===== src/shared/mgmt_ch1_pkg.sv =====
`default_nettype none
package mgmt_ch1_pkg;
	// Register indices on the plain register port
	localparam logic [3:0] ADDR_ACCESS_CMD = 4'h0;
	localparam logic [3:0] ADDR_LINK_SEL   = 4'h1;
	localparam logic [3:0] ADDR_LINK_STAT  = 4'h2;
	// Access command field positions
	localparam int LAUNCH_BIT = 31;
	localparam int DIR_BIT    = 30;
	localparam int ACK_BIT    = 29;
	localparam int REG_LSB    = 21;
	localparam int PHY_LSB    = 16;
	// Link monitor select field positions
	localparam int LSRC_BIT   = 7;
	localparam int LIRQ_BIT   = 6;
	localparam int MON_LSB    = 0;
	// Reset values
	localparam logic [31:0] ACCESS_CMD_RST = 32'h0000_0000;
	localparam logic [31:0] LINK_SEL_RST   = 32'h0000_0000;
	// Management clock: mclk divided, half period in cycles
	localparam int MDC_HALF_DIV = 40;
	// Frame: 32 preamble, 2 start, 2 op, 5 phy, 5 reg, 2 turnaround, 16 data
	localparam int FRAME_BITS = 64;
	localparam int TA_BIT     = 46;
	localparam logic [4:0] LINK_STATUS_REG = 5'h01;
	localparam int LINK_STATUS_BIT = 2;

	typedef struct packed {
		logic        launch;
		logic        dir_write;
		logic        ack;
		logic [4:0]  reg_num;
		logic [4:0]  phy_num;
		logic [15:0] data;
	} access_cmd_t;

	typedef struct packed {
		logic       link_source_select;
		logic       link_change_irq_enable;
		logic [4:0] monitored_phy_number;
	} link_sel_t;
endpackage : mgmt_ch1_pkg
`default_nettype wire


===== src/logic/phy_mgmt_user_channel_one.sv =====
`timescale 1ns/100ps
`default_nettype none

module phy_mgmt_user_channel_one (
	input  wire logic        mclk,         // 200 MHz clock
	input  wire logic        rst_n,        // Synchronous reset, active low
	input  wire logic        sm_enable,    // Management machine enabled
	input  wire logic [3:0]  reg_addr,     // Register index
	input  wire logic [31:0] reg_wdata,    // Write data
	input  wire logic        reg_wr,       // Write strobe
	input  wire logic        reg_rd,       // Read strobe
	output logic      [31:0] reg_rdata,    // Read data, cycle after strobe
	output logic             mdc,          // Management clock
	output logic             mdio_o,       // Management data out
	output logic             mdio_oe_n,    // Low while driving data
	input  wire logic        mdio_i,       // Management data in
	output logic             link_change,  // One-cycle link change event
	output logic             link_up       // Recorded link state
);
	typedef enum logic [1:0] {ST_IDLE, ST_FRAME, ST_DONE} mstate_t;

	mgmt_ch1_pkg::access_cmd_t cmd_r;
	mgmt_ch1_pkg::link_sel_t   sel_r;
	mstate_t                   state_r;
	logic [6:0]                div_r;
	logic                      mdc_rise;
	logic                      mdc_fall;
	logic [6:0]                bit_r;
	logic [63:0]               shift_r;
	logic                      is_poll_r;
	logic                      is_write_r;
	logic [15:0]               rd_data_r;
	logic                      ack_r;
	logic                      frame_done;
	logic                      poll_pending_r;
	logic                      cmd_wr_ok;
	logic [15:0]               frame_cyc_r;

	assign cmd_wr_ok = reg_wr && (reg_addr == mgmt_ch1_pkg::ADDR_ACCESS_CMD) && !cmd_r.launch;

	// Management clock divider, enable pulses on each edge
	always_ff @(posedge mclk) begin
		if (!rst_n) begin
			div_r <= 7'h00;
			mdc   <= 1'b0;
		end else if (div_r == 7'(mgmt_ch1_pkg::MDC_HALF_DIV - 1)) begin
			div_r <= 7'h00;
			mdc   <= ~mdc;
		end else begin
			div_r <= div_r + 7'h01;
		end
	end
	assign mdc_rise = (div_r == 7'(mgmt_ch1_pkg::MDC_HALF_DIV - 1)) && !mdc;
	assign mdc_fall = (div_r == 7'(mgmt_ch1_pkg::MDC_HALF_DIV - 1)) && mdc;

	// Command register: software fields and hardware completion
	always_ff @(posedge mclk) begin
		if (!rst_n) begin
			cmd_r <= mgmt_ch1_pkg::access_cmd_t'(mgmt_ch1_pkg::ACCESS_CMD_RST);
		end else if (frame_done && !is_poll_r) begin
			cmd_r.launch <= 1'b0;
			cmd_r.ack    <= !is_write_r && ack_r;
			if (!is_write_r) begin
				cmd_r.data <= rd_data_r;
			end
		end else if (cmd_wr_ok) begin
			cmd_r.dir_write <= reg_wdata[mgmt_ch1_pkg::DIR_BIT];
			cmd_r.ack       <= reg_wdata[mgmt_ch1_pkg::ACK_BIT];
			cmd_r.reg_num   <= reg_wdata[mgmt_ch1_pkg::REG_LSB +: 5];
			cmd_r.phy_num   <= reg_wdata[mgmt_ch1_pkg::PHY_LSB +: 5];
			cmd_r.data      <= reg_wdata[15:0];
			if (reg_wdata[mgmt_ch1_pkg::LAUNCH_BIT] && sm_enable) begin
				cmd_r.launch <= 1'b1;
			end
		end
	end

	// Link monitor select register
	always_ff @(posedge mclk) begin
		if (!rst_n) begin
			sel_r <= mgmt_ch1_pkg::link_sel_t'(7'(mgmt_ch1_pkg::LINK_SEL_RST));
		end else if (reg_wr && reg_addr == mgmt_ch1_pkg::ADDR_LINK_SEL) begin
			sel_r.link_source_select     <= reg_wdata[mgmt_ch1_pkg::LSRC_BIT];
			sel_r.link_change_irq_enable <= reg_wdata[mgmt_ch1_pkg::LIRQ_BIT];
			sel_r.monitored_phy_number   <= reg_wdata[mgmt_ch1_pkg::MON_LSB +: 5];
		end
	end

	// Read port, data one cycle after the strobe
	always_ff @(posedge mclk) begin
		if (!rst_n) begin
			reg_rdata <= 32'h0000_0000;
		end else if (reg_rd) begin
			if (reg_addr == mgmt_ch1_pkg::ADDR_ACCESS_CMD) begin
				reg_rdata <= {cmd_r.launch, cmd_r.dir_write, cmd_r.ack, 3'h0,
					cmd_r.reg_num, cmd_r.phy_num, cmd_r.data};
			end else if (reg_addr == mgmt_ch1_pkg::ADDR_LINK_SEL) begin
				reg_rdata <= {24'h00_0000, sel_r.link_source_select,
					sel_r.link_change_irq_enable, 1'b0, sel_r.monitored_phy_number};
			end else if (reg_addr == mgmt_ch1_pkg::ADDR_LINK_STAT) begin
				reg_rdata <= {31'h0000_0000, link_up};
			end else begin
				reg_rdata <= 32'h0000_0000;
			end
		end else begin
			reg_rdata <= 32'h0000_0000;
		end
	end

	// Poll request: a link poll is queued whenever the machine is idle and enabled with no access launched
	always_ff @(posedge mclk) begin
		if (!rst_n) begin
			poll_pending_r <= 1'b0;
		end else if (state_r == ST_IDLE && sm_enable && !cmd_r.launch) begin
			poll_pending_r <= 1'b1;
		end else if (state_r == ST_FRAME) begin
			poll_pending_r <= 1'b0;
		end
	end

	// Frame sequencer: bits change after the management clock falls
	always_ff @(posedge mclk) begin
		if (!rst_n) begin
			state_r    <= ST_IDLE;
			bit_r      <= 7'h00;
			shift_r    <= 64'h0;
			is_poll_r  <= 1'b0;
			is_write_r <= 1'b0;
		end else begin
			case (state_r)
				ST_IDLE: begin
					if (mdc_fall && cmd_r.launch) begin
						state_r    <= ST_FRAME;
						bit_r      <= 7'h00;
						is_poll_r  <= 1'b0;
						is_write_r <= cmd_r.dir_write;
						shift_r    <= {32'hffff_ffff, 2'b01,
							cmd_r.dir_write ? 2'b01 : 2'b10,
							cmd_r.phy_num, cmd_r.reg_num,
							cmd_r.dir_write ? 2'b10 : 2'b11,
							cmd_r.dir_write ? cmd_r.data : 16'hffff};
					end else if (mdc_fall && poll_pending_r && sm_enable) begin
						state_r    <= ST_FRAME;
						bit_r      <= 7'h00;
						is_poll_r  <= 1'b1;
						is_write_r <= 1'b0;
						shift_r    <= {32'hffff_ffff, 2'b01, 2'b10,
							sel_r.monitored_phy_number,
							mgmt_ch1_pkg::LINK_STATUS_REG, 2'b11, 16'hffff};
					end
				end
				ST_FRAME: begin
					if (mdc_fall) begin
						shift_r <= {shift_r[62:0], 1'b1};
						if (bit_r == 7'(mgmt_ch1_pkg::FRAME_BITS - 1)) begin
							state_r <= ST_DONE;
						end else begin
							bit_r <= bit_r + 7'h01;
						end
					end
				end
				ST_DONE: begin
					state_r <= ST_IDLE;
				end
				default: begin
					state_r <= ST_IDLE;
				end
			endcase
		end
	end
	assign frame_done = (state_r == ST_DONE);

	// Pin drive: released during turnaround and data of a read
	always_ff @(posedge mclk) begin
		if (!rst_n) begin
			mdio_o    <= 1'b1;
			mdio_oe_n <= 1'b1;
		end else if (state_r == ST_FRAME) begin
			mdio_o    <= shift_r[63];
			mdio_oe_n <= !is_write_r && (bit_r >= 7'(mgmt_ch1_pkg::TA_BIT));
		end else begin
			mdio_o    <= 1'b1;
			mdio_oe_n <= 1'b1;
		end
	end

	// Sample the PHY on rising management clock
	always_ff @(posedge mclk) begin
		if (!rst_n) begin
			rd_data_r <= 16'h0000;
			ack_r     <= 1'b0;
		end else if (state_r == ST_IDLE) begin
			ack_r <= 1'b0;
		end else if (state_r == ST_FRAME && mdc_rise && !is_write_r) begin
			if (bit_r == 7'(mgmt_ch1_pkg::TA_BIT + 1)) begin
				ack_r <= !mdio_i;
			end else if (bit_r >= 7'(mgmt_ch1_pkg::TA_BIT + 2)) begin
				rd_data_r <= {rd_data_r[14:0], mdio_i};
			end
		end
	end

	// Link tracking and change event
	always_ff @(posedge mclk) begin
		if (!rst_n) begin
			link_up     <= 1'b0;
			link_change <= 1'b0;
		end else if (frame_done && is_poll_r && ack_r) begin
			link_up     <= rd_data_r[mgmt_ch1_pkg::LINK_STATUS_BIT];
			link_change <= sel_r.link_change_irq_enable &&
				(rd_data_r[mgmt_ch1_pkg::LINK_STATUS_BIT] != link_up);
		end else begin
			link_change <= 1'b0;
		end
	end

	// Frame length counter, watched by the checks below
	always_ff @(posedge mclk) begin
		if (!rst_n) begin
			frame_cyc_r <= 16'h0000;
		end else if (state_r == ST_FRAME) begin
			frame_cyc_r <= frame_cyc_r + 16'h0001;
		end else begin
			frame_cyc_r <= 16'h0000;
		end
	end

	// Checks
	AST_LAUNCH_HOLDS: assert property (@(posedge mclk) disable iff (!rst_n)
		cmd_r.launch && state_r != ST_DONE |=> cmd_r.launch)
		else $error("launch cleared early");
	AST_DONE_CLEARS: assert property (@(posedge mclk) disable iff (!rst_n)
		frame_done && !is_poll_r |=> !cmd_r.launch)
		else $error("launch not cleared");
	AST_BLOCK_WR: assert property (@(posedge mclk) disable iff (!rst_n)
		reg_wr && reg_addr == mgmt_ch1_pkg::ADDR_ACCESS_CMD && cmd_r.launch && !frame_done
		|=> $stable(cmd_r.data) && $stable(cmd_r.phy_num))
		else $error("command changed while busy");
	AST_DISABLED: assert property (@(posedge mclk) disable iff (!rst_n)
		!cmd_r.launch && !sm_enable |=> !cmd_r.launch)
		else $error("launch set while disabled");
	AST_ZERO_WR: assert property (@(posedge mclk) disable iff (!rst_n)
		cmd_wr_ok && !reg_wdata[mgmt_ch1_pkg::LAUNCH_BIT] |=> !cmd_r.launch)
		else $error("zero write launched");
	AST_SET: assert property (@(posedge mclk) disable iff (!rst_n)
		cmd_wr_ok && sm_enable && reg_wdata[mgmt_ch1_pkg::LAUNCH_BIT] |=> cmd_r.launch)
		else $error("launch not taken");
	AST_WRITE_DRIVES: assert property (@(posedge mclk) disable iff (!rst_n)
		state_r == ST_FRAME && is_write_r |=> mdio_oe_n == 1'b0 || state_r != ST_FRAME)
		else $error("write frame released pin");
	AST_IRQ_GATE: assert property (@(posedge mclk) disable iff (!rst_n)
		link_change |-> $past(sel_r.link_change_irq_enable))
		else $error("event while disabled");
	AST_CHANGE: assert property (@(posedge mclk) disable iff (!rst_n)
		link_change |-> link_up != $past(link_up))
		else $error("event without change");
	AST_SRC_ZERO: assert property (@(posedge mclk)
		!rst_n |=> !sel_r.link_source_select)
		else $error("select not reset");

	// Register port: idle zeros, reserved bits read as zero
	AST_RDATA_ZERO: assert property (@(posedge mclk) disable iff (!rst_n)
		!reg_rd |=> reg_rdata == 32'h0000_0000)
		else $error("read data outside read cycle");
	AST_RSVD_CMD: assert property (@(posedge mclk) disable iff (!rst_n)
		reg_rd && reg_addr == mgmt_ch1_pkg::ADDR_ACCESS_CMD |=> reg_rdata[28:26] == 3'h0)
		else $error("command reserved bits set");
	AST_RSVD_SEL: assert property (@(posedge mclk) disable iff (!rst_n)
		reg_rd && reg_addr == mgmt_ch1_pkg::ADDR_LINK_SEL
		|=> reg_rdata[31:8] == 24'h00_0000 && !reg_rdata[5])
		else $error("select reserved bits set");
	AST_SEL_WR: assert property (@(posedge mclk) disable iff (!rst_n)
		reg_wr && reg_addr == mgmt_ch1_pkg::ADDR_LINK_SEL
		|=> sel_r.monitored_phy_number == $past(reg_wdata[mgmt_ch1_pkg::MON_LSB +: 5]))
		else $error("monitored number not written");

	// Completion of a software access
	AST_ACK_WRITE: assert property (@(posedge mclk) disable iff (!rst_n)
		frame_done && !is_poll_r && is_write_r |=> !cmd_r.ack)
		else $error("acknowledge left after write");
	AST_READ_LOAD: assert property (@(posedge mclk) disable iff (!rst_n)
		frame_done && !is_poll_r && !is_write_r |=> cmd_r.data == $past(rd_data_r))
		else $error("read data not loaded");
	AST_FRAME_LEN: assert property (@(posedge mclk) disable iff (!rst_n)
		frame_done |-> frame_cyc_r == 16'(mgmt_ch1_pkg::FRAME_BITS * 2 * mgmt_ch1_pkg::MDC_HALF_DIV))
		else $error("frame length wrong");

	// Frame start and header contents
	AST_START_CMD: assert property (@(posedge mclk) disable iff (!rst_n)
		state_r == ST_IDLE && mdc_fall && cmd_r.launch |=> state_r == ST_FRAME && !is_poll_r)
		else $error("pending access not started");
	AST_HDR_FIELDS: assert property (@(posedge mclk) disable iff (!rst_n)
		state_r == ST_IDLE && mdc_fall && cmd_r.launch
		|=> shift_r[27:23] == $past(cmd_r.phy_num) && shift_r[22:18] == $past(cmd_r.reg_num))
		else $error("header fields wrong");
	AST_OP_CODE: assert property (@(posedge mclk) disable iff (!rst_n)
		state_r == ST_IDLE && mdc_fall && cmd_r.launch
		|=> shift_r[29:28] == ($past(cmd_r.dir_write) ? 2'b01 : 2'b10))
		else $error("operation code wrong");
	AST_POLL_ADDR: assert property (@(posedge mclk) disable iff (!rst_n)
		state_r == ST_IDLE && mdc_fall && !cmd_r.launch && poll_pending_r && sm_enable
		|=> shift_r[27:23] == $past(sel_r.monitored_phy_number)
		&& shift_r[22:18] == mgmt_ch1_pkg::LINK_STATUS_REG)
		else $error("poll addressed wrong PHY");

	// Pin behaviour and management clock
	AST_IDLE_PIN: assert property (@(posedge mclk) disable iff (!rst_n)
		state_r != ST_FRAME |=> mdio_oe_n && mdio_o)
		else $error("pin driven outside frame");
	AST_READ_RELEASE: assert property (@(posedge mclk) disable iff (!rst_n)
		state_r == ST_FRAME && !is_write_r && bit_r >= 7'(mgmt_ch1_pkg::TA_BIT) |=> mdio_oe_n)
		else $error("pin driven during read turnaround");
	AST_BIT_RANGE: assert property (@(posedge mclk) disable iff (!rst_n)
		state_r == ST_FRAME |-> bit_r < 7'(mgmt_ch1_pkg::FRAME_BITS))
		else $error("bit counter out of range");
	AST_MDC_RATE: assert property (@(posedge mclk) disable iff (!rst_n)
		$changed(mdc) |-> $past(div_r) == 7'(mgmt_ch1_pkg::MDC_HALF_DIV - 1))
		else $error("management clock edge off rate");

	// Link tracking
	AST_LINK_HOLD: assert property (@(posedge mclk) disable iff (!rst_n)
		!(frame_done && is_poll_r && ack_r) |=> $stable(link_up))
		else $error("link state moved without poll");
	AST_PULSE: assert property (@(posedge mclk) disable iff (!rst_n)
		link_change |=> !link_change)
		else $error("link event longer than one cycle");
	COV_WRITE: cover property (@(posedge mclk) disable iff (!rst_n) frame_done && is_write_r);
	COV_READ: cover property (@(posedge mclk) disable iff (!rst_n) frame_done && !is_poll_r && ack_r);
	COV_LINK: cover property (@(posedge mclk) disable iff (!rst_n) link_change);
	COV_REFUSED: cover property (@(posedge mclk) disable iff (!rst_n)
		reg_wr && reg_addr == mgmt_ch1_pkg::ADDR_ACCESS_CMD && cmd_r.launch);
	COV_NO_ACK: cover property (@(posedge mclk) disable iff (!rst_n)
		frame_done && !is_poll_r && !is_write_r && !ack_r);
endmodule : phy_mgmt_user_channel_one
`default_nettype wire


===== config.mk =====
export PLATFORM = sky130hd
export DESIGN_NAME = phy_mgmt_user_channel_one
export DESIGN_NICKNAME = d
export VERILOG_FILES = /design/src/shared/mgmt_ch1_pkg.sv /design/src/logic/phy_mgmt_user_channel_one.sv
export SDC_FILE = /design/constraint.sdc
export NUM_CORES = 1
export LEC_CHECK = 0
export ABC_AREA = 1
export BUFFER_PORTS_ARGS = -buffer_cell sky130_fd_sc_hd__buf_2
export CORE_UTILIZATION = 40
export DETAILED_ROUTE_END_ITERATION = 8
export MAX_ROUTING_LAYER = met4
export PLACE_DENSITY_LB_ADDON = 0.08
export SYNTH_ARGS = -nofsm -noshare
export SYNTH_HDL_FRONTEND = slang
export SYNTH_SLANG_ARGS = --single-unit

===== constraint.sdc =====
create_clock -name mclk -period 2.3 [get_ports mclk]
set_clock_uncertainty 0.1 [all_clocks]
set_input_delay 0.575 -clock mclk [delete_from_list [all_inputs] [get_ports mclk]]
set_output_delay 0.575 -clock mclk [all_outputs]
set_load 0.1 [all_outputs]

==> results of run 1 <==
registers in the layout (all words and copies together), names as in the netlist:
signal and flops:
rd_data_r 16, div_r 7, state_r 2, cmd_r 29, mdio_o 1, is_poll_r 1
poll_pending_r 1, bit_r 7, sel_r 7, is_write_r 1, mdio_oe_n 1, shift_r 64
link_change 1, mdc 1, link_up 1, ack_r 1, reg_rdata 29
cells in the final DEF (no fill, tap or decap), drive strengths merged:
cell type / synthesis / routed
ha: 3 / 3
clkbuf: 19 / 23
xor2: 1 / 1
nor2: 91 / 91
nand4: 11 / 11
o2111a: 1 / 1
bufinv: 0 / 5
or2: 2 / 2
dfxtp: 170 / 170
o211ai: 1 / 1
o21ai: 119 / 119
a21oi: 123 / 123
clkinvlp: 0 / 1
inv: 155 / 156
xnor2: 1 / 1
a31oi: 4 / 4
nor3b: 3 / 3
conb: 1 / 3
clkinv: 1 / 3
o22ai: 5 / 5
nor3: 8 / 8
nand3: 42 / 42
nand2: 126 / 126
buf: 32 / 95
o31ai: 1 / 1
synth_stat cells, drive strengths merged:
library cell	count
nor2	91
clkbuf	19
o31ai	1
nor3	8
a31oi	4
o22ai	5
conb	1
o2111a	1
nand4	11
o211ai	1
inv	155
buf	32
or2	2
xor2	1
clkinv	1
nor3b	3
o21ai	119
nand3	42
a21oi	123
nand2	126
xnor2	1
dfxtp	170
ha	3
per-stage QoR:
stage | instance area, um^2 | cells | power, mW | utilization [%]
2_1_floorplan | 7010 | 922 | 3.16 | -
3_3_place_gp | 7570 | 1191 | 3.23 | 44.1
3_5_place_dp | 7570 | 1191 | 3.24 | 44.1
4_1_cts | 8260 | 1223 | 6.50 | 48.1
5_1_grt | 8260 | 1223 | 6.65 | 48.1
6_report | 8260 | 1223 | 6.43 | 48.1
metal layers:
metal | vias to the layer above | track usage (%) | part of all wire (%)
li1 | 3054 | - | -
met1 | 2651 | 26.3 | 52
met2 | 78 | 29.0 | 44
met3 | 23 | 3.63 | 2.9
met4 | 0 | 7.18 | 1.7
met5 | - | - | 0
area by class of cell:
type	count	area share, %
inverter	156	7.14
multi-input combinational	545	32.9
tap	225	3.41
clock inverter	9	2.21
sequential	170	41.2
clock buffer	23	6.03
timing repair buffer	95	7.06
worst max-delay path: stages, from the launching register on:
cell	delay, ns
dfxtp_1	0.35
ha_1	0.23
nand2_2	0.08
inv_2	0.07
nand3_2	0.10
nor2_4	0.18
nand3_2	0.15
inv_2	0.20
buf_4	0.21
nand2_1	0.07
a21oi_1	0.12
nor2_1	0.05
power by group:
part | total, mW | switching [mW] | internal [mW]
combinational | 0.194 | 0.130 | 0.0641
clock | 3.26 | 1.18 | 2.08
sequential | 2.97 | 0.0119 | 2.96
total | 6.43 | 1.32 | 5.11
worst paths after layout:
path | start | endpoint | slack, ns | depth (start not counted)
max reg2reg | div_r[0] | shift_r[20] | 0.28 | 11
min | reg_wdata[17] | cmd_r[17] | 0.33 | 3
min reg2reg | shift_r[63] | mdio_o | 0.34 | 2
max | div_r[0] | shift_r[20] | 0.28 | 11
cell families after synthesis:
logic type | after synthesis | synth area share [%]
flip-flops | 170 | 48.6
AO/OA/AOI/OAI | 254 | 19.7
buffers and inverters | 207 | 12.7
other | 1 | 0.0535
AND/OR/NAND/NOR | 283 | 18.2
XOR/XNOR | 2 | 0.250
adder cells (fa/ha/maj) | 3 | 0.536
==> qor.csv, run 1 <==
stage,metric,value,unit
outcome,status,finished clean,
clocking,clk_pin_slew,0.07,ns
cells_and_area,diodes,0,
timing,setup_viol,0,
place,place.gp.congestion,0.798,
setup_path,end_kind,flip-flop,
global_routing,grt_max_degree,67,
synthesis,ys_ff_latch,170,
clocking,cts_made_buffers,17,
synthesis,syn-instance-count,920,
clocking,cts_setup_buffers,0,
clocking,clockBufferDepth,2,
clocking,hold_buffers,0,
setup_path,critical_path_arrival,2.24,ns
setup_path,cp_max_fo,10,
synthesis,yosysWarnings,0,
timing,final-hold-violation-count,0,
timing,max_freq,495,MHz
clocking,ctsResizeCount,0,
place,io_buffers,72,
global_routing,overflow,0,
detailed_routing,vias,5806,
timing,worst_slack,0.278,ns
detailed_routing,drc,0,
floorplanning,ios,79,
timing,finalCriticalPeriod,2.02,ns
synthesis,synth_top_area_cell,dfxtp_1,
synthesis,syn-cell-area,7000,um^2
hold_path,min_path_type,in2reg,
cells_and_area,area_growth,17.9,%
global_routing,antenna_found_initial,0,
pwr,p_per_area,779,nW/um^2
floorplanning,start_util,40.8,%
cells_and_area,regArea,3400,um^2
timing,setup_tns,0,ns
global_routing,track_usage,19.5,%
setup_path,critPathLaunchType,flip-flop,
run,drv_cap,0,
synthesis,synth_cell_types,40,
setup_path,required,2.52,ns
detailed_routing,drt-initial-drc-count,299,
cells_and_area,nFillCells,1822,
timing,drv_slew,0,
clocking,cts_tree,done,
timing,grt_setup_unrepaired,no,
clocking,clk_latency,0.43,ns
global_routing,grt_pass1_wl,26900,um
synthesis,synth_area_leaders,"dfxtp_1 (49%), inv_1 (7.8%), a21oi_1 (7.4%)",
floorplanning,die_width,134,um
detailed_routing,vias_per_cell,4.75,
synthesis,synth.top_cell.area_share,48.6,%
pwr,ir_drop,0.000527,V
synthesis,ys_seq_area_share,48.6,%
timing,holdWs,0.330,ns
clocking,htreeDepth,4,
floorplanning,die-area,18000,um^2
synthesis,postSynthAreaPerCell,7.61,um^2
cells_and_area,layout-drive-gt1-share,18.3,%
floorplanning,coreArea,17200,um^2
floorplanning,rows,48,
pwr,p_leak,3.26,nW
detailed_routing,routed_wl,16100,um
clocking,cts_sinks,170,
place,dp_hpwl,11100,um
timing,period_share,87.9,%
cells_and_area,nets,1030,
place,place_ws,0.204,ns
setup_path,path_class,reg2reg,
cells_and_area,multi_input_area,2720,um^2
detailed_routing,post_drt_wl_per_cell,13.2,um
detailed_routing,ant_nets,0,
clocking,cts_root_buffer,clkbuf_16,
global_routing,grt_pass1_vias,5439,
floorplanning,dieHeight,134,um
detailed_routing,firstDrtPassIters,4,
Note: power is estimated with default switching activity, not from simulation.
==> run 2, diff against run 1 <==
ABC_AREA = default   (was 1)
==> qor.csv, run 2 <==
stage,metric,value,unit,change
outcome,status,finished with violations,,
outcome,failed_checks,setup timing,,
synthesis,ys_seq_area_share,52.7,%,+4.1 points
global_routing,antenna_found_initial,0,,unchanged
global_routing,grt_pass1_wl,25200,um,-6.5%
detailed_routing,drc,0,,unchanged
floorplanning,coreArea,15800,um^2,-7.9%
setup_path,cp_max_fo,6,,-4
cells_and_area,nets,833,,-19%
setup_path,critPathLaunchType,flip-flop,,
timing,setup_viol,1,,+1
synthesis,yosysWarnings,0,,unchanged
pwr,power,5.89,mW,-8.3%
timing,worst_slack,-0.0105,ns,-0.289 ns
clocking,cts_sinks,170,,unchanged
pwr,p_leak,2.95,nW,-9.6%
timing,drv_slew,0,,unchanged
pwr,ir_drop,0.000511,V,-3.1%
synthesis,synth_ff_type,dfxtp_1,,
timing,holdWs,0.289,ns,-0.0411 ns
floorplanning,start_util,40.8,%,+0.044 points
pwr,p_per_area,745,nW/um^2,-4.4%
cells_and_area,diodes,0,,unchanged
detailed_routing,post_drt_wl_per_cell,15.7,um,+19%
clocking,clk_latency,0.43,ns,about the same
synthesis,ys_ff_latch,170,,unchanged
detailed_routing,vias_per_cell,5.23,,+10%
synthesis,synth_area_leaders,"dfxtp_1 (53%), nand2_1 (4.5%), nor2_1 (4.1%)",,
cells_and_area,top_register,shift_r,,
clocking,clk_pin_slew,0.06,ns,about the same
cells_and_area,design_area,7920,um^2,-4.1%
clocking,htreeDepth,4,,unchanged
detailed_routing,ant_nets,0,,unchanged
place,place.gp.congestion,0.765,,-4.0%
global_routing,grt_max_degree,63,,-6.0%
cells_and_area,multi_input_area,2860,um^2,+5.2%
floorplanning,rows,46,,-4.2%
synthesis,postSynthAreaPerCell,9.15,um^2,+20%
cells_and_area,largest_registers,"shift_r (64), cmd_r (29), reg_rdata (29)",,
floorplanning,die_width,129,um,-3.9%
timing,final-hold-violation-count,0,,unchanged
place,place_area,7260,um^2,-4.2%
place,dp_hpwl,10700,um,-3.1%
timing,setup_tns,-0.0105,ns,-0.0105 ns
synthesis,yosysMostFrequentCell,dfxtp_1,,
timing,period_share,100,%,+13 points
synthesis,synth.top_cell.area_share,52.7,%,+4.1 points
cells_and_area,layout_commonest_cell,dfxtp_1,,
synthesis,synth-edff-count,0,,unchanged
global_routing,overflow,0,,unchanged
floorplanning,ios,79,,unchanged
detailed_routing,firstDrtPassIters,5,,+1
clocking,cts_made_buffers,17,,unchanged
detailed_routing,routed_wl,16000,um,-0.81%
cells_and_area,layout-drive-gt1-share,20.5,%,+2.2 points
floorplanning,die-area,16700,um^2,-7.6%
clocking,clockBufferDepth,2,,unchanged
timing,grt_setup_unrepaired,yes,,
run,drv_cap,0,,unchanged
detailed_routing,vias,5315,,-8.5%
timing,max_freq,433,MHz,-12%
place,io_buffers,72,,unchanged
synthesis,yosys-top-cells-count,"dfxtp_1 (170), nand2_1 (78), nor2_1 (70)",,
synthesis,synth_top_area_cell,dfxtp_1,,
cells_and_area,nFillCells,1509,,-17%
cells_and_area,area_growth,22.5,%,
synthesis,syn-cell-area,6460,um^2,-7.8%
cells_and_area,utilization,50.0,%,+2.0 points
timing,worst_pin_slew,0.569,ns,
synthesis,synth_cell_types,62,,+55%
setup_path,critical_path_arrival,2.57,ns,+0.33 ns
cells_and_area,largest_register_ff_count,64,,unchanged
setup_path,required,2.56,ns,+0.04 ns
clocking,cts_root_buffer,clkbuf_16,,
floorplanning,dieHeight,129,um,-3.9%
global_routing,grt_pass1_vias,4903,,-9.9%
synthesis,syn-instance-count,706,,-23%
synthesis,async_reset_ff_share,0,%,unchanged
global_routing,track_usage,20.4,%,+0.88 points
cells_and_area,regArea,3410,um^2,+0.11%
setup_path,end_kind,flip-flop,,
clocking,cts_tree,done,,
setup_path,path_class,reg2reg,,
timing,finalCriticalPeriod,2.31,ns,+0.289 ns
timing,slew_headroom,61.9,%,
cells_and_area,final_cell_mix,"dfxtp_1 (169), nand2_1 (78), buf_2 (72)",,
hold_path,min_path_type,in2reg,,
detailed_routing,drt-initial-drc-count,345,,+15%
==> run 2: cell types whose count changed in the layout (fill, tap and decap cells not counted), sizes merged, moves of 20 or more <==
cell	previous run	this run
and2	0	26
nand2	126	78
mux2i	0	25
a21oi	123	35
nand3	42	18
inv	156	8
nor2b	0	21
o21ai	119	34
nor2	91	71
o22ai	5	32
==> run 2: through the flow <==
step                      instances  worst slack, ns
after detailed placement        979           0.0382
after floorplan                 708           -0.159
after CTS                      1010           0.0284
after global placement          979           0.0577
after global routing           1016          -0.0671
final                          1016          -0.0105
==> run 2: per-layer routing <==
| layer | vias to the layer above | share of wire [%] | GRT usage (%) |
|---|---|---|---|
| met5 | - | 0 | - |
| met4 | 0 | 1.3 | 7.20 |
| met3 | 15 | 4.0 | 4.42 |
| met2 | 119 | 44 | 29.6 |
| met1 | 2529 | 51 | 27.9 |
| li1 | 2652 | - | - |
==> run 2: layout make-up <==
cell class	instances	area share, %
clock buffer	22	6.12
clock inverter	9	1.11
inverter	7	0.332
multi-input combinational	479	36.1
sequential	170	43.0
tap	216	3.41
timing repair buffer	113	9.88
==> run 2: worst max-delay path, cell delays in order (launching register included) <==
cell	delay, ns
dfxtp_1	0.31
or4b_4	0.56
or4_4	0.60
or4_1	0.55
a21oi_2	0.13
==> run 2: cells by family (layout without fill, tap and decap cells) <==
group | after synthesis | in the layout | share of synthesized area, %
buf+inv | 60 | 151 | 3.83
xor+xnor | 7 | 7 | 0.949
flops | 170 | 170 | 52.7
fa+ha+maj | 3 | 3 | 0.581
mux | 30 | 30 | 4.74
compound gates | 181 | 181 | 17.8
other cells | 1 | 3 | 0.0580
simple gates | 254 | 255 | 19.3
==> run 2: final timing paths <==
kind	from	to	slack, ns	cells after the start
max reg2reg	div_r[4]	bit_r[3]	-0.01	4
min reg2reg	shift_r[63]	mdio_o	0.35	1
min	reg_wdata[24]	cmd_r[24]	0.29	3
max	div_r[4]	bit_r[3]	-0.01	4
==> run 2: power by group <==
group / switching [mW] / internal, mW
Combinational: 0.111 / 0.0642
Sequential: 0.0117 / 2.96
Clock: 1.15 / 1.60
==> run 2: repair_timing <==
action                                  CTS  global route
endpoints found under the hold margin     0             0
gates resized for setup                   0             6
endpoints found under the setup margin    0            22
buffers inserted                          0             3
hold buffers                              0             0
==> run 3, diff against run 2 <==
CORE_UTILIZATION = 55   (was 40)
==> qor.csv, run 3 (synthesized netlist as in run 2, its figures left out) <==
stage,metric,value,unit,change
detailed_routing,drt-initial-drc-count,409,,+19%
floorplanning,ios,79,,unchanged
global_routing,grt_pass1_vias,4928,,+0.51%
cells_and_area,largest_registers,"shift_r (64), cmd_r (29), reg_rdata (29)",,
setup_path,cp_max_fo,6,,unchanged
place,io_buffers,72,,unchanged
global_routing,grt_pass1_wl,23900,um,-5.1%
cells_and_area,layout-drive-gt1-share,19.5,%,-0.95 points
clocking,cts_root_buffer,clkbuf_16,,
floorplanning,coreArea,11400,um^2,-28%
run,drv_cap,0,,unchanged
floorplanning,start_util,56.6,%,+16 points
timing,max_freq,440,MHz,+1.7%
cells_and_area,fin_cells,936,,-7.9%
floorplanning,die-area,12200,um^2,-27%
setup_path,reg2reg_setup_slack,0.03,ns,+0.04 ns
floorplanning,dieHeight,110,um,-14%
detailed_routing,post_drt_wl_per_cell,16.0,um,+1.7%
cells_and_area,final_cell_mix,"dfxtp_1 (169), nand2_1 (78), buf_2 (72)",,
global_routing,overflow,0,,unchanged
pwr,p_per_area,759,nW/um^2,+1.9%
cells_and_area,largest_register_ff_count,64,,unchanged
timing,period_share,98.7,%,-1.7 points
cells_and_area,top_register,shift_r,,
detailed_routing,vias_per_cell,5.72,,+9.3%
clocking,cts_setup_buffers,0,,unchanged
timing,drv_slew,0,,unchanged
cells_and_area,design_area,7740,um^2,-2.2%
timing,worst_slack,0.0290,ns,+0.0395 ns
setup_path,critical_path_arrival,2.53,ns,-0.04 ns
place,place_ws,0.0236,ns,-0.0146 ns
clocking,clk_latency,0.42,ns,about the same
detailed_routing,ant_nets,0,,unchanged
clocking,cts_sinks,170,,unchanged
setup_path,end_kind,flip-flop,,
detailed_routing,vias,5354,,+0.73%
detailed_routing,drc,0,,unchanged
cells_and_area,nets,825,,-0.96%
outcome,status,finished clean,,
timing,setup_viol,0,,-1
place,place_area,7140,um^2,-1.6%
place,place.gp.congestion,0.856,,+12%
pwr,power,5.87,mW,-0.36%
floorplanning,die_width,110,um,-14%
cells_and_area,area_growth,19.8,%,
setup_path,required,2.56,ns,about the same
detailed_routing,firstDrtPassIters,5,,unchanged
hold_path,min_path_type,in2reg,,
clocking,cts_tree,done,,
pwr,ir_drop,0.000587,V,+15%
cells_and_area,nFillCells,941,,-38%
clocking,cts_made_buffers,17,,unchanged
global_routing,track_usage,26.7,%,+6.3 points
timing,finalCriticalPeriod,2.27,ns,-0.0395 ns
timing,slew_headroom,62.9,%,+0.92 points
detailed_routing,routed_wl,15000,um,-6.3%
timing,grt_setup_unrepaired,yes,,
pwr,p_leak,2.90,nW,-1.4%
cells_and_area,diodes,0,,unchanged
place,post-place-cells,903,,-7.8%
setup_path,critPathLaunchType,flip-flop,,
place,dp_hpwl,9970,um,-7.0%
timing,final-hold-violation-count,0,,unchanged
global_routing,antenna_found_initial,0,,unchanged
timing,worst_pin_slew,0.554,ns,-0.0151 ns
setup_path,path_class,reg2reg,,
floorplanning,rows,39,,-15%
clocking,clk_pin_slew,0.06,ns,about the same
timing,setup_tns,0,ns,+0.0105 ns
clocking,hold_buffers,0,,unchanged
cells_and_area,layout_commonest_cell,dfxtp_1,,
clocking,htreeDepth,4,,unchanged
clocking,clockBufferDepth,2,,unchanged
global_routing,grt_max_degree,64,,+1.6%
==> run 3: changes by cell type in the layout (fill, tap and decap cells not counted), sizes merged <==
cell      before  now
buf          111  105
clkbuf        24   23
clkinv         5    6
clkinvlp       2    1
==> run 3: critical path, stage by stage, from the launching register on <==
cell	delay, ns
dfxtp_1	0.31
or4b_4	0.55
or4_4	0.56
or4_1	0.53
a21oi_2	0.16
==> run 3: power breakdown <==
group | total (mW) | leakage [nW] | switching (mW) | internal, mW
Combinational | 0.174 | 1.25 | 0.109 | 0.0646
Sequential | 2.97 | 1.37 | 0.0118 | 2.96
Clock | 2.73 | 0.284 | 1.12 | 1.61
==> run 3: layer usage <==
layer	vias up	global-route usage (%)	wire length, um
met2	143	39.7	6840
met1	2538	35.3	7140
met5	-	-	0
met4	0	10.7	299
li1	2645	-	-
met3	28	5.82	671
==> run 3: path summary, 6_finish.rpt <==
kind / startpoint / to / cells after the start
worst max-delay path: div_r[3] / bit_r[1] / 4
worst min-delay path: reg_wdata[21] / cmd_r[21] / 3
worst max register to register: div_r[3] / bit_r[1] / 4
worst min register to register: div_r[0] / div_r[0] / 1
==> run 3: repair_timing <==
item | CTS | global route
gates cloned | 0 | 1
setup endpoints to repair | 1 | 12
resized for setup | 1 | 3
==> run 3: final cells by class <==
| class | instances | area (um^2) | share of cell area, % |
|---|---|---|---|
| flip-flops and latches | 170 | 3410 | 44.0 |
| well taps | 143 | 179 | 2.31 |
| clock buffers | 23 | 488 | 6.30 |
| repair buffers | 105 | 699 | 9.04 |
| inverters | 7 | 26.3 | 0.339 |
| clock inverters | 9 | 87.6 | 1.13 |
| multi-input cells | 479 | 2850 | 36.9 |
==> run 3: metrics by stage <==
step                hold WS [ns]  util (%)
finish                     0.294      67.8
global route               0.292      67.8
CTS                        0.281      67.6
detailed placement         0.342      62.5
global placement           0.332      62.5
floorplan                  0.315         -
